[src/dmf_pkg.sv]
// constants, carriers and register map of the drive monitor block
package dmf_pkg;

  // ==================================================
  // clock and time base
  localparam int CLK_FREQ_HZ       = 250_000_000;
  localparam int TICK_PERIOD_MS    = 10;
  localparam int TICK_CYCLES       = CLK_FREQ_HZ / 1000 * TICK_PERIOD_MS;
  localparam int TENTH_S_MS        = 100;
  localparam int TENTH_MIN_MS      = 6000;
  localparam int TICKS_PER_TENTH_S = TENTH_S_MS / TICK_PERIOD_MS;
  localparam int TICKS_PER_TENTH_M = TENTH_MIN_MS / TICK_PERIOD_MS;

  // ==================================================
  // fixed levels
  localparam logic [7:0]  FAN_TEMP_C    = 8'h28;
  localparam logic [15:0] AI_FULL_SCALE = 16'h03e8;
  localparam int          OVL_LONG_MIN  = 60;
  localparam int          OVL_LIMIT     = OVL_LONG_MIN * 60 * 1000 / TICK_PERIOD_MS;
  localparam int          OVL_BANDS     = 8;
  localparam logic [7:0]  OVL_BASE_PCT  = 8'h0f;
  localparam logic [7:0]  OVL_RATE [OVL_BANDS] =
    '{8'h01, 8'h02, 8'h04, 8'h08, 8'h0f, 8'h18, 8'h28, 8'h3c};

  // ==================================================
  // register map
  localparam int         NUM_CFG       = 11;
  localparam logic [7:0] REG_CTRL      = 8'h00;
  localparam logic [7:0] REG_ZERO_CUR  = 8'h04;
  localparam logic [7:0] REG_OVER_CUR  = 8'h08;
  localparam logic [7:0] REG_ARRIVAL_A = 8'h0c;
  localparam logic [7:0] REG_ARRIVAL_B = 8'h10;
  localparam logic [7:0] REG_RUN_TIME  = 8'h14;
  localparam logic [7:0] REG_ANALOG    = 8'h18;
  localparam logic [7:0] REG_TEMP      = 8'h1c;
  localparam logic [7:0] REG_WAKE      = 8'h20;
  localparam logic [7:0] REG_HIBERNATE = 8'h24;
  localparam logic [7:0] REG_OVERLOAD  = 8'h28;
  localparam logic [7:0] REG_STATUS    = 8'h2c;
  localparam logic [7:0] REG_REMAIN    = 8'h30;

  // control field positions
  localparam int CTRL_TIMER_EN = 0;
  localparam int CTRL_OVL_EN   = 1;
  localparam int CTRL_FAN_MODE = 2;
  localparam int CTRL_SRC_LSB  = 4;

  localparam logic [31:0] CFG_RST [NUM_CFG] = '{
    32'h0000_0002, 32'h000a_0032, 32'h0000_07d0, 32'h0000_03e8,
    32'h0000_03e8, 32'h0000_0000, 32'h02a8_0136, 32'h0000_004b,
    32'h0000_0000, 32'h0000_0000, 32'h0050_0064};
  localparam logic [31:0] CFG_MASK [NUM_CFG] = '{
    32'h0000_0037, 32'hffff_ffff, 32'hffff_ffff, 32'hffff_ffff,
    32'hffff_ffff, 32'h0000_ffff, 32'hffff_ffff, 32'h0000_00ff,
    32'hffff_ffff, 32'hffff_ffff, 32'h00ff_ffff};

  localparam logic [1:0] RESP_OKAY   = 2'h0;
  localparam logic [1:0] RESP_SLVERR = 2'h2;

  // ==================================================
  // carriers
  typedef struct packed {
    logic [15:0] current;
    logic [15:0] freqRef;
    logic [15:0] firstAnalogInput;
    logic [15:0] secondAnalogInput;
    logic [15:0] thirdAnalogInput;
    logic [7:0]  heatsinkTemp;
    logic        running;
    logic        runCmd;
    logic        startPulse;
  } dmf_meas_t;

  typedef struct packed {
    logic overloadPrewarn;
    logic overloadFault;
    logic hibernate;
    logic fanOn;
    logic overheat;
    logic analogRange;
    logic runStop;
    logic timerExpired;
    logic arrivalB;
    logic arrivalA;
    logic overcurrent;
    logic zeroCurrent;
  } dmf_flags_t;

  typedef enum logic {HIB_AWAKE, HIB_ASLEEP} dmf_hib_t;

endpackage

[src/dmf_top.sv]
// drive monitor flags: detections, run timer, fan, hibernate, overload
//
// Our own choices: register access over AXI4-Lite and the placing of the registers.
`timescale 1ns/1ps

module dmf_top #(
  parameter int TICK_CYCLES = dmf_pkg::TICK_CYCLES
) (
  // clock and reset
  input  wire logic               clk,
  input  wire logic               rst,
  // axi4-lite slave
  input  wire logic [7:0]         s_axi_awaddr,
  input  wire logic               s_axi_awvalid,
  output logic                    s_axi_awready,
  input  wire logic [31:0]        s_axi_wdata,
  input  wire logic [3:0]         s_axi_wstrb,
  input  wire logic               s_axi_wvalid,
  output logic                    s_axi_wready,
  output logic [1:0]              s_axi_bresp,
  output logic                    s_axi_bvalid,
  input  wire logic               s_axi_bready,
  input  wire logic [7:0]         s_axi_araddr,
  input  wire logic               s_axi_arvalid,
  output logic                    s_axi_arready,
  output logic [31:0]             s_axi_rdata,
  output logic [1:0]              s_axi_rresp,
  output logic                    s_axi_rvalid,
  input  wire logic               s_axi_rready,
  // drive measurements
  input  wire dmf_pkg::dmf_meas_t meas,
  // flag outputs
  output dmf_pkg::dmf_flags_t     flags
);

  // ==================================================
  // tick divider
  logic [31:0] divCnt_reg;
  logic        tick;

  assign tick = (divCnt_reg == 32'(TICK_CYCLES - 1));

  always_ff @(posedge clk) begin
    if (rst || tick) begin
      divCnt_reg <= 32'h0;
    end else begin
      divCnt_reg <= divCnt_reg + 32'h1;
    end
  end

  // ==================================================
  // axi write path
  logic [31:0] cfg_reg [dmf_pkg::NUM_CFG];
  logic        awHeld_reg;
  logic        wHeld_reg;
  logic [7:0]  awAddr_reg;
  logic [31:0] wData_reg;
  logic [3:0]  wStrb_reg;
  logic        writeFire;
  logic        writeHit;

  assign s_axi_awready = !awHeld_reg;
  assign s_axi_wready  = !wHeld_reg;
  assign writeFire     = awHeld_reg && wHeld_reg && !s_axi_bvalid;
  assign writeHit      = awAddr_reg[7:2] < 6'(dmf_pkg::NUM_CFG);

  always_ff @(posedge clk) begin
    if (rst) begin
      awHeld_reg   <= 1'b0;
      wHeld_reg    <= 1'b0;
      awAddr_reg   <= 8'h0;
      wData_reg    <= 32'h0;
      wStrb_reg    <= 4'h0;
      s_axi_bvalid <= 1'b0;
      s_axi_bresp  <= dmf_pkg::RESP_OKAY;
    end else begin
      if (s_axi_awvalid && !awHeld_reg) begin
        awHeld_reg <= 1'b1;
        awAddr_reg <= s_axi_awaddr;
      end
      if (s_axi_wvalid && !wHeld_reg) begin
        wHeld_reg <= 1'b1;
        wData_reg <= s_axi_wdata;
        wStrb_reg <= s_axi_wstrb;
      end
      if (writeFire) begin
        awHeld_reg   <= 1'b0;
        wHeld_reg    <= 1'b0;
        s_axi_bvalid <= 1'b1;
        s_axi_bresp  <= writeHit ? dmf_pkg::RESP_OKAY : dmf_pkg::RESP_SLVERR;
      end else if (s_axi_bvalid && s_axi_bready) begin
        s_axi_bvalid <= 1'b0;
      end
    end
  end

  always_ff @(posedge clk) begin
    for (int r = 0; r < dmf_pkg::NUM_CFG; r++) begin
      if (rst) begin
        cfg_reg[r] <= dmf_pkg::CFG_RST[r];
      end else if (writeFire && writeHit && awAddr_reg[7:2] == 6'(r)) begin
        for (int b = 0; b < 4; b++) begin
          if (wStrb_reg[b]) begin
            cfg_reg[r][8*b +: 8] <= wData_reg[8*b +: 8] & dmf_pkg::CFG_MASK[r][8*b +: 8];
          end
        end
      end
    end
  end

  // ==================================================
  // configuration fields
  logic        timerEn;
  logic        ovlEn;
  logic        fanMode;
  logic [1:0]  srcSel;
  logic [15:0] zcLevel;
  logic [15:0] ocLevel;
  logic [15:0] arrLevel [2];
  logic [15:0] arrWidth [2];
  logic [15:0] runTimeSet;
  logic [15:0] aiLow;
  logic [15:0] aiHigh;
  logic [7:0]  tempThr;
  logic [15:0] wakeFreq;
  logic [15:0] hibFreq;
  logic [15:0] ovlGain;
  logic [7:0]  ovlCoeff;

  assign timerEn     = cfg_reg[0][dmf_pkg::CTRL_TIMER_EN];
  assign ovlEn       = cfg_reg[0][dmf_pkg::CTRL_OVL_EN];
  assign fanMode     = cfg_reg[0][dmf_pkg::CTRL_FAN_MODE];
  assign srcSel      = cfg_reg[0][dmf_pkg::CTRL_SRC_LSB +: 2];
  assign zcLevel     = cfg_reg[1][15:0];
  assign ocLevel     = cfg_reg[2][15:0];
  assign arrLevel[0] = cfg_reg[3][15:0];
  assign arrWidth[0] = cfg_reg[3][31:16];
  assign arrLevel[1] = cfg_reg[4][15:0];
  assign arrWidth[1] = cfg_reg[4][31:16];
  assign runTimeSet  = cfg_reg[5][15:0];
  assign aiLow       = cfg_reg[6][15:0];
  assign aiHigh      = cfg_reg[6][31:16];
  assign tempThr     = cfg_reg[7][7:0];
  assign wakeFreq    = cfg_reg[8][15:0];
  assign hibFreq     = cfg_reg[9][15:0];
  assign ovlGain     = cfg_reg[10][15:0];
  assign ovlCoeff    = cfg_reg[10][23:16];

  // ==================================================
  // delayed detections: zero, over, sleep, wake
  dmf_pkg::dmf_hib_t hibState_reg;
  logic              hibEnable;
  logic [3:0]        cond;
  logic [3:0]        met;
  logic [19:0]       dly [4];

  assign hibEnable = (wakeFreq != 16'h0) || (hibFreq != 16'h0);
  assign cond[0] = meas.current <= zcLevel;
  assign cond[1] = (ocLevel != 16'h0) && meas.current >= ocLevel;
  assign cond[2] = hibEnable && meas.running && hibState_reg == dmf_pkg::HIB_AWAKE
                   && meas.freqRef <= hibFreq;
  assign cond[3] = hibState_reg == dmf_pkg::HIB_ASLEEP && meas.runCmd
                   && meas.freqRef >= wakeFreq;
  assign dly[0] = {4'h0, cfg_reg[1][31:16]};
  assign dly[1] = {4'h0, cfg_reg[2][31:16]};
  assign dly[2] = 20'(cfg_reg[9][31:16] * dmf_pkg::TICKS_PER_TENTH_S);
  assign dly[3] = 20'(cfg_reg[8][31:16] * dmf_pkg::TICKS_PER_TENTH_S);

  for (genvar i = 0; i < 4; i++) begin : g_delay
    logic [19:0] cnt_reg;
    always_ff @(posedge clk) begin
      if (rst || !cond[i]) begin
        cnt_reg <= 20'h0;
      end else if (tick && cnt_reg < dly[i]) begin
        cnt_reg <= cnt_reg + 20'h1;
      end
    end
    assign met[i] = cond[i] && cnt_reg >= dly[i];
  end

  // ==================================================
  // hibernate state
  always_ff @(posedge clk) begin
    if (rst) begin
      hibState_reg <= dmf_pkg::HIB_AWAKE;
    end else begin
      case (hibState_reg)
        dmf_pkg::HIB_AWAKE: begin
          if (met[2]) begin
            hibState_reg <= dmf_pkg::HIB_ASLEEP;
          end
        end
        dmf_pkg::HIB_ASLEEP: begin
          if (met[3] || !hibEnable || !meas.runCmd) begin
            hibState_reg <= dmf_pkg::HIB_AWAKE;
          end
        end
        default: hibState_reg <= dmf_pkg::HIB_AWAKE;
      endcase
    end
  end

  // ==================================================
  // current arrival windows
  logic [1:0] arrive;

  for (genvar k = 0; k < 2; k++) begin : g_arrive
    logic [16:0] diff;
    assign diff = meas.current >= arrLevel[k]
                  ? 17'(meas.current - arrLevel[k])
                  : 17'(arrLevel[k] - meas.current);
    assign arrive[k] = diff <= {1'b0, arrWidth[k]};
  end

  // ==================================================
  // run timer
  logic [15:0] srcAi;
  logic [31:0] scaled;
  logic [15:0] target;
  logic [15:0] elapsed_reg;
  logic [15:0] subTick_reg;
  logic        expired_reg;

  always_comb begin
    case (srcSel)
      2'h1:    srcAi = meas.firstAnalogInput;
      2'h2:    srcAi = meas.secondAnalogInput;
      2'h3:    srcAi = meas.thirdAnalogInput;
      default: srcAi = dmf_pkg::AI_FULL_SCALE;
    endcase
  end

  assign scaled = (32'(runTimeSet) * 32'(srcAi)) / 32'(dmf_pkg::AI_FULL_SCALE);
  assign target = (srcSel == 2'h0) ? runTimeSet
                  : (scaled > 32'(runTimeSet) ? runTimeSet : scaled[15:0]);

  always_ff @(posedge clk) begin
    if (rst || meas.startPulse) begin
      elapsed_reg <= 16'h0;
      subTick_reg <= 16'h0;
    end else if (timerEn && meas.running && tick && elapsed_reg < target) begin
      if (subTick_reg == 16'(dmf_pkg::TICKS_PER_TENTH_M - 1)) begin
        subTick_reg <= 16'h0;
        elapsed_reg <= elapsed_reg + 16'h1;
      end else begin
        subTick_reg <= subTick_reg + 16'h1;
      end
    end
  end

  always_ff @(posedge clk) begin
    if (rst || meas.startPulse || !timerEn) begin
      expired_reg <= 1'b0;
    end else if (meas.running && elapsed_reg >= target) begin
      expired_reg <= 1'b1;
    end
  end

  // ==================================================
  // overload inverse-time accumulator
  logic [31:0] ovlAcc_reg;
  logic [7:0]  ovlRate;
  logic [31:0] gainLvl;

  always_comb begin
    ovlRate = 8'h0;
    for (int j = 0; j < dmf_pkg::OVL_BANDS; j++) begin
      gainLvl = 32'(ovlGain) * 32'(dmf_pkg::OVL_BASE_PCT + 8'(j));
      if (32'(meas.current) >= gainLvl) begin
        ovlRate = dmf_pkg::OVL_RATE[j];
      end
    end
    gainLvl = 32'h0;
  end

  always_ff @(posedge clk) begin
    if (rst || !ovlEn) begin
      ovlAcc_reg <= 32'h0;
    end else if (tick) begin
      if (ovlRate != 8'h0) begin
        if (ovlAcc_reg < 32'(dmf_pkg::OVL_LIMIT)) begin
          ovlAcc_reg <= ovlAcc_reg + 32'(ovlRate);
        end
      end else if (ovlAcc_reg != 32'h0) begin
        ovlAcc_reg <= ovlAcc_reg - 32'h1;
      end
    end
  end

  // ==================================================
  // registered flags
  always_ff @(posedge clk) begin
    if (rst) begin
      flags <= '0;
    end else begin
      flags.zeroCurrent     <= met[0];
      flags.overcurrent     <= met[1];
      flags.arrivalA        <= arrive[0];
      flags.arrivalB        <= arrive[1];
      flags.timerExpired    <= expired_reg;
      flags.runStop         <= expired_reg;
      flags.analogRange     <= meas.firstAnalogInput > aiHigh
                               || meas.firstAnalogInput < aiLow;
      flags.overheat        <= meas.heatsinkTemp >= tempThr;
      flags.fanOn           <= fanMode || meas.running
                               || meas.heatsinkTemp > dmf_pkg::FAN_TEMP_C;
      flags.hibernate       <= hibState_reg == dmf_pkg::HIB_ASLEEP;
      flags.overloadFault   <= ovlEn && ovlAcc_reg >= 32'(dmf_pkg::OVL_LIMIT);
      flags.overloadPrewarn <= ovlEn && 40'(ovlAcc_reg) * 40'd100
                               >= 40'(dmf_pkg::OVL_LIMIT) * 40'(ovlCoeff);
    end
  end

  // ==================================================
  // axi read path
  logic [31:0] readMux;
  logic        readHit;
  logic [15:0] remaining;

  assign remaining = (target > elapsed_reg) ? target - elapsed_reg : 16'h0;

  always_comb begin
    readHit = 1'b1;
    readMux = 32'h0;
    if (s_axi_araddr[7:2] < 6'(dmf_pkg::NUM_CFG)) begin
      readMux = cfg_reg[s_axi_araddr[5:2]];
    end else if (s_axi_araddr == dmf_pkg::REG_STATUS) begin
      readMux = {20'h0, flags};
    end else if (s_axi_araddr == dmf_pkg::REG_REMAIN) begin
      readMux = {16'h0, remaining};
    end else begin
      readHit = 1'b0;
    end
  end

  assign s_axi_arready = !s_axi_rvalid;

  always_ff @(posedge clk) begin
    if (rst) begin
      s_axi_rvalid <= 1'b0;
      s_axi_rdata  <= 32'h0;
      s_axi_rresp  <= dmf_pkg::RESP_OKAY;
    end else if (s_axi_arvalid && !s_axi_rvalid) begin
      s_axi_rvalid <= 1'b1;
      s_axi_rdata  <= readMux;
      s_axi_rresp  <= readHit ? dmf_pkg::RESP_OKAY : dmf_pkg::RESP_SLVERR;
    end else if (s_axi_rready) begin
      s_axi_rvalid <= 1'b0;
    end
  end

endmodule

[config.mk]
export PLATFORM = sky130hd
export DESIGN_NAME = dmf_top
export DESIGN_NICKNAME = d
export VERILOG_FILES = /design/src/dmf_pkg.sv /design/src/dmf_top.sv
export SDC_FILE = /design/constraint.sdc
export NUM_CORES = 2
export LEC_CHECK = 0
export BUFFER_PORTS_ARGS = -buffer_cell sky130_fd_sc_hd__buf_2
export CORE_MARGIN = 2
export CORE_UTILIZATION = 55
export DETAILED_ROUTE_END_ITERATION = 8
export PLACE_DENSITY = 0.72
export SLEW_MARGIN = 0
export SYNTH_ARGS = -nofsm -noshare
export SYNTH_HDL_FRONTEND = slang
export SYNTH_SLANG_ARGS = --single-unit
[constraint.sdc]
create_clock -name clk -period 49 [get_ports clk]
set_input_delay 4.9 -clock clk [delete_from_list [all_inputs] [get_ports clk]]
set_output_delay 4.9 -clock clk [all_outputs]
set_load 0.01 [all_outputs]
==> flow_metrics.tcl <==
set metrics [dict create \
    rows 127 \
    clkSlewWorstSetupHoldPaths_ns 0.06 \
    tightest_slew_ns 1.180 \
    yosys_warnings 0 \
    slew_headroom_pct 21.13 \
    die_h_um 351 \
    ys.flop_type "edfxtp_1" \
    grt_start_max_net_pins 84 \
    multi_input_area_um2 47550 \
    layout_setup_ws_ns 11.90 \
    r2r_cells 107 \
    io_buffers 198 \
    r2r_start "cfg_reg[0][4]$_SDFFCE_PN0P_" \
    endpoint "s_axi_rdata[5]$_SDFFE_PP0P_" \
    period_minus_slack_ns 37.10 \
    vias 56360 \
    setup_tns_ns 0 \
    grt_pass1_vias 55040 \
    critPathCaptureType "flip-flop" \
    cts-buffers-inserted 56 \
    dr.pass1.iters 5 \
    period_share_pct 75.71 \
    seqCellArea_um2 13700 \
    syn-cell-area_um2 66230 \
    finClkSkew_ns 0.05476 \
    yosysTopAreaCell "ha_1" \
    die_w_um 351 \
    critPathSlowestCell "o221ai_1" \
    fin_util_pct 58.90 \
    syn_avg_cell_area_um2 8.560 \
    syn2layout_area_growth_pct 6.416 \
    drtAntennaViolNets 0 \
    route.detailed.drc 0 \
    reg2reg_to "s_axi_rdata[5]$_SDFFE_PP0P_" \
    synthArstFlopShare_pct 0 \
    ios 203 \
    ys_top_cells_by_area "ha_1, edfxtp_1, fa_1" \
    ctsResizeCount 0 \
    wl_um 194000 \
    ys_ff_latch 546 \
    die_area_um2 123200 \
    insertion_delay_ns 0.68 \
    cp_max_fo 30 \
    netlist.area_leader.share_pct 18.21 \
    start_kind "input pin" \
    outcome "finished, final reports clean" \
    wire_per_inst_um 20.48 \
    overflow 0 \
    yosysSeqAreaShare_pct 20.69 \
    hold_viol 0 \
    crit_path_start "meas[45]" \
    timing.critical_path.buf_inv 13 \
    routed_via_density 5.950 \
    cts_tree "yes" \
    critPathTopFamily "compound AO/OA/AOI/OAI gates" \
    setup-violations-final 0 \
    final_common_cell "inv_1" \
    layout_common_cells "inv_1, ha_1, a21oi_1, nand2_1, nor2_1" \
    antenna_found_initial 18 \
    critPathKind "in2reg" \
    final-max-slew-violation-count 0 \
    max_stage_delay_ns 0.80 \
    post-place-ws_ns 11.94 \
    fmax_mhz 26.96 \
    synth_edf_count 277 \
    hold_class "reg2reg" \
    rsz0062_at_grt "no" \
    synthCells 7737 \
    core_area_um2 119700 \
    cts_root_buffer "clkbuf_16" \
    drtIter0Drc 4676 \
    htree_levels 2 \
    cap_violations 0 \
    dp_cells 9352 \
    grt_pass1_wl_um 303200 \
    critical_path_depth 107 \
    largest_register_ffs 277 \
    layout.nets 9254 \
    layoutNonFillerInstCount 9471 \
    dpl.hpwl_um 155800 \
    clock-sinks 546 \
    fill_cells 10790 \
    clockBufferDepth 3 \
    cp.required_ns 49.50 \
    post_cts_buffers 0 \
    cp.arrival_ns 37.60 \
    start_util_pct 55.35 \
    r2r_setup_slack_ns 15.47 \
    place.gp.congestion 0.9840 \
    drive_gt1_share_pct 6.412 \
    ys_types 143 \
    ctsHoldBuffers 0 \
    grt_use_total_pct 31.22 \
]
-- Yosys cell counts, drive strengths merged, types with 13 or more instances --
cell type and count:
a2111oi 16, a211o 15, a211oi 55, a21o 181, a21oi 560, a221oi 21, a22oi 34, a31oi 44
and2 406, and3 62, and4 13, buf 65, clkbuf 174, dfxtp 269, edfxtp 277, fa 342
ha 964, inv 1054, mux2 28, mux2i 145, mux4 15, nand2 549, nand2b 155, nand3 147
nand4 92, nor2 438, nor2b 116, nor3 100, nor4 54, o211a 16, o211ai 57, o21a 37
o21ai 388, o21bai 88, o22ai 37, o31ai 28, or2 29, or3 74, xnor2 242, xor2 143
-- worst register-to-register path, delay by kind of cell, from the launching register on --
family	cells	cell delay [ns]
buffers and inverters	13	1.68
multiplexers	5	2.37
AND/OR/NAND/NOR	21	4.94
XOR/XNOR	3	1.89
adder cells (fa/ha/maj)	10	4.29
flip-flops	1	0.40
AO/OA/AOI/OAI	55	17.80
-- final cells by class --
class,instances,share of cell area [%]
diodes,14,0.04971
clock buffers,74,2.226
clock inverters,31,0.4403
inverters,1054,5.617
multi-input cells,5898,67.48
flip-flops and latches,546,19.44
well taps,1612,2.862
repair buffers,242,1.885
-- metrics by stage --
step / area [um2] / hold slack [ns]
floorplan: 66230 / 0.4027
global placement: 68560 / 0.4110
detailed placement: 68560 / 0.4150
CTS: 70440 / 0.4242
global route: 70450 / 0.4587
finish: 70480 / 0.4219
-- cells by family (layout without fill, tap and decap cells) --
family	Yosys count	count (layout)	synth area share [%]
and+or+nand+nor	2279	2279	17.72
AOI/OAI and AO/OA	1736	1736	17.14
adders and majority gates	1308	1308	28.58
buffers and inverters	1294	1401	7.557
DFF	546	546	20.69
xor gates and xnor gates	385	385	5.126
muxes	188	188	3.183
other	1	16	0.005662
-- how the worst min path moves through the flow --
stage	start	end	cells past startpoint
final	g_delay[0].cnt_reg[19]$_SDFFE_PP0P_	g_delay[0].cnt_reg[19]$_SDFFE_PP0P_	2
after global routing	g_delay[1].cnt_reg[18]$_SDFFE_PP0P_	g_delay[1].cnt_reg[18]$_SDFFE_PP0P_	2
after CTS	g_delay[0].cnt_reg[19]$_SDFFE_PP0P_	g_delay[0].cnt_reg[19]$_SDFFE_PP0P_	2
after detailed placement	g_delay[0].cnt_reg[19]$_SDFFE_PP0P_	g_delay[0].cnt_reg[19]$_SDFFE_PP0P_	2
after global placement	g_delay[0].cnt_reg[17]$_SDFFE_PP0P_	g_delay[0].cnt_reg[17]$_SDFFE_PP0P_	2
after floorplan	g_delay[0].cnt_reg[18]$_SDFFE_PP0P_	g_delay[0].cnt_reg[18]$_SDFFE_PP0P_	2
-- per-layer routing --
layer / wire, um / vias up / GRT usage, %
li1: - / 26830 / -
met1: 81620 / 27090 / 41.35
met2: 86940 / 2028 / 50.40
met3: 16510 / 392 / 5.404
met4: 8833 / 16 / 12.88
met5: 94 / - / 0
Power is not shown: default switching activity piles up to over one toggle a cycle in this logic, so the estimate is an artifact.
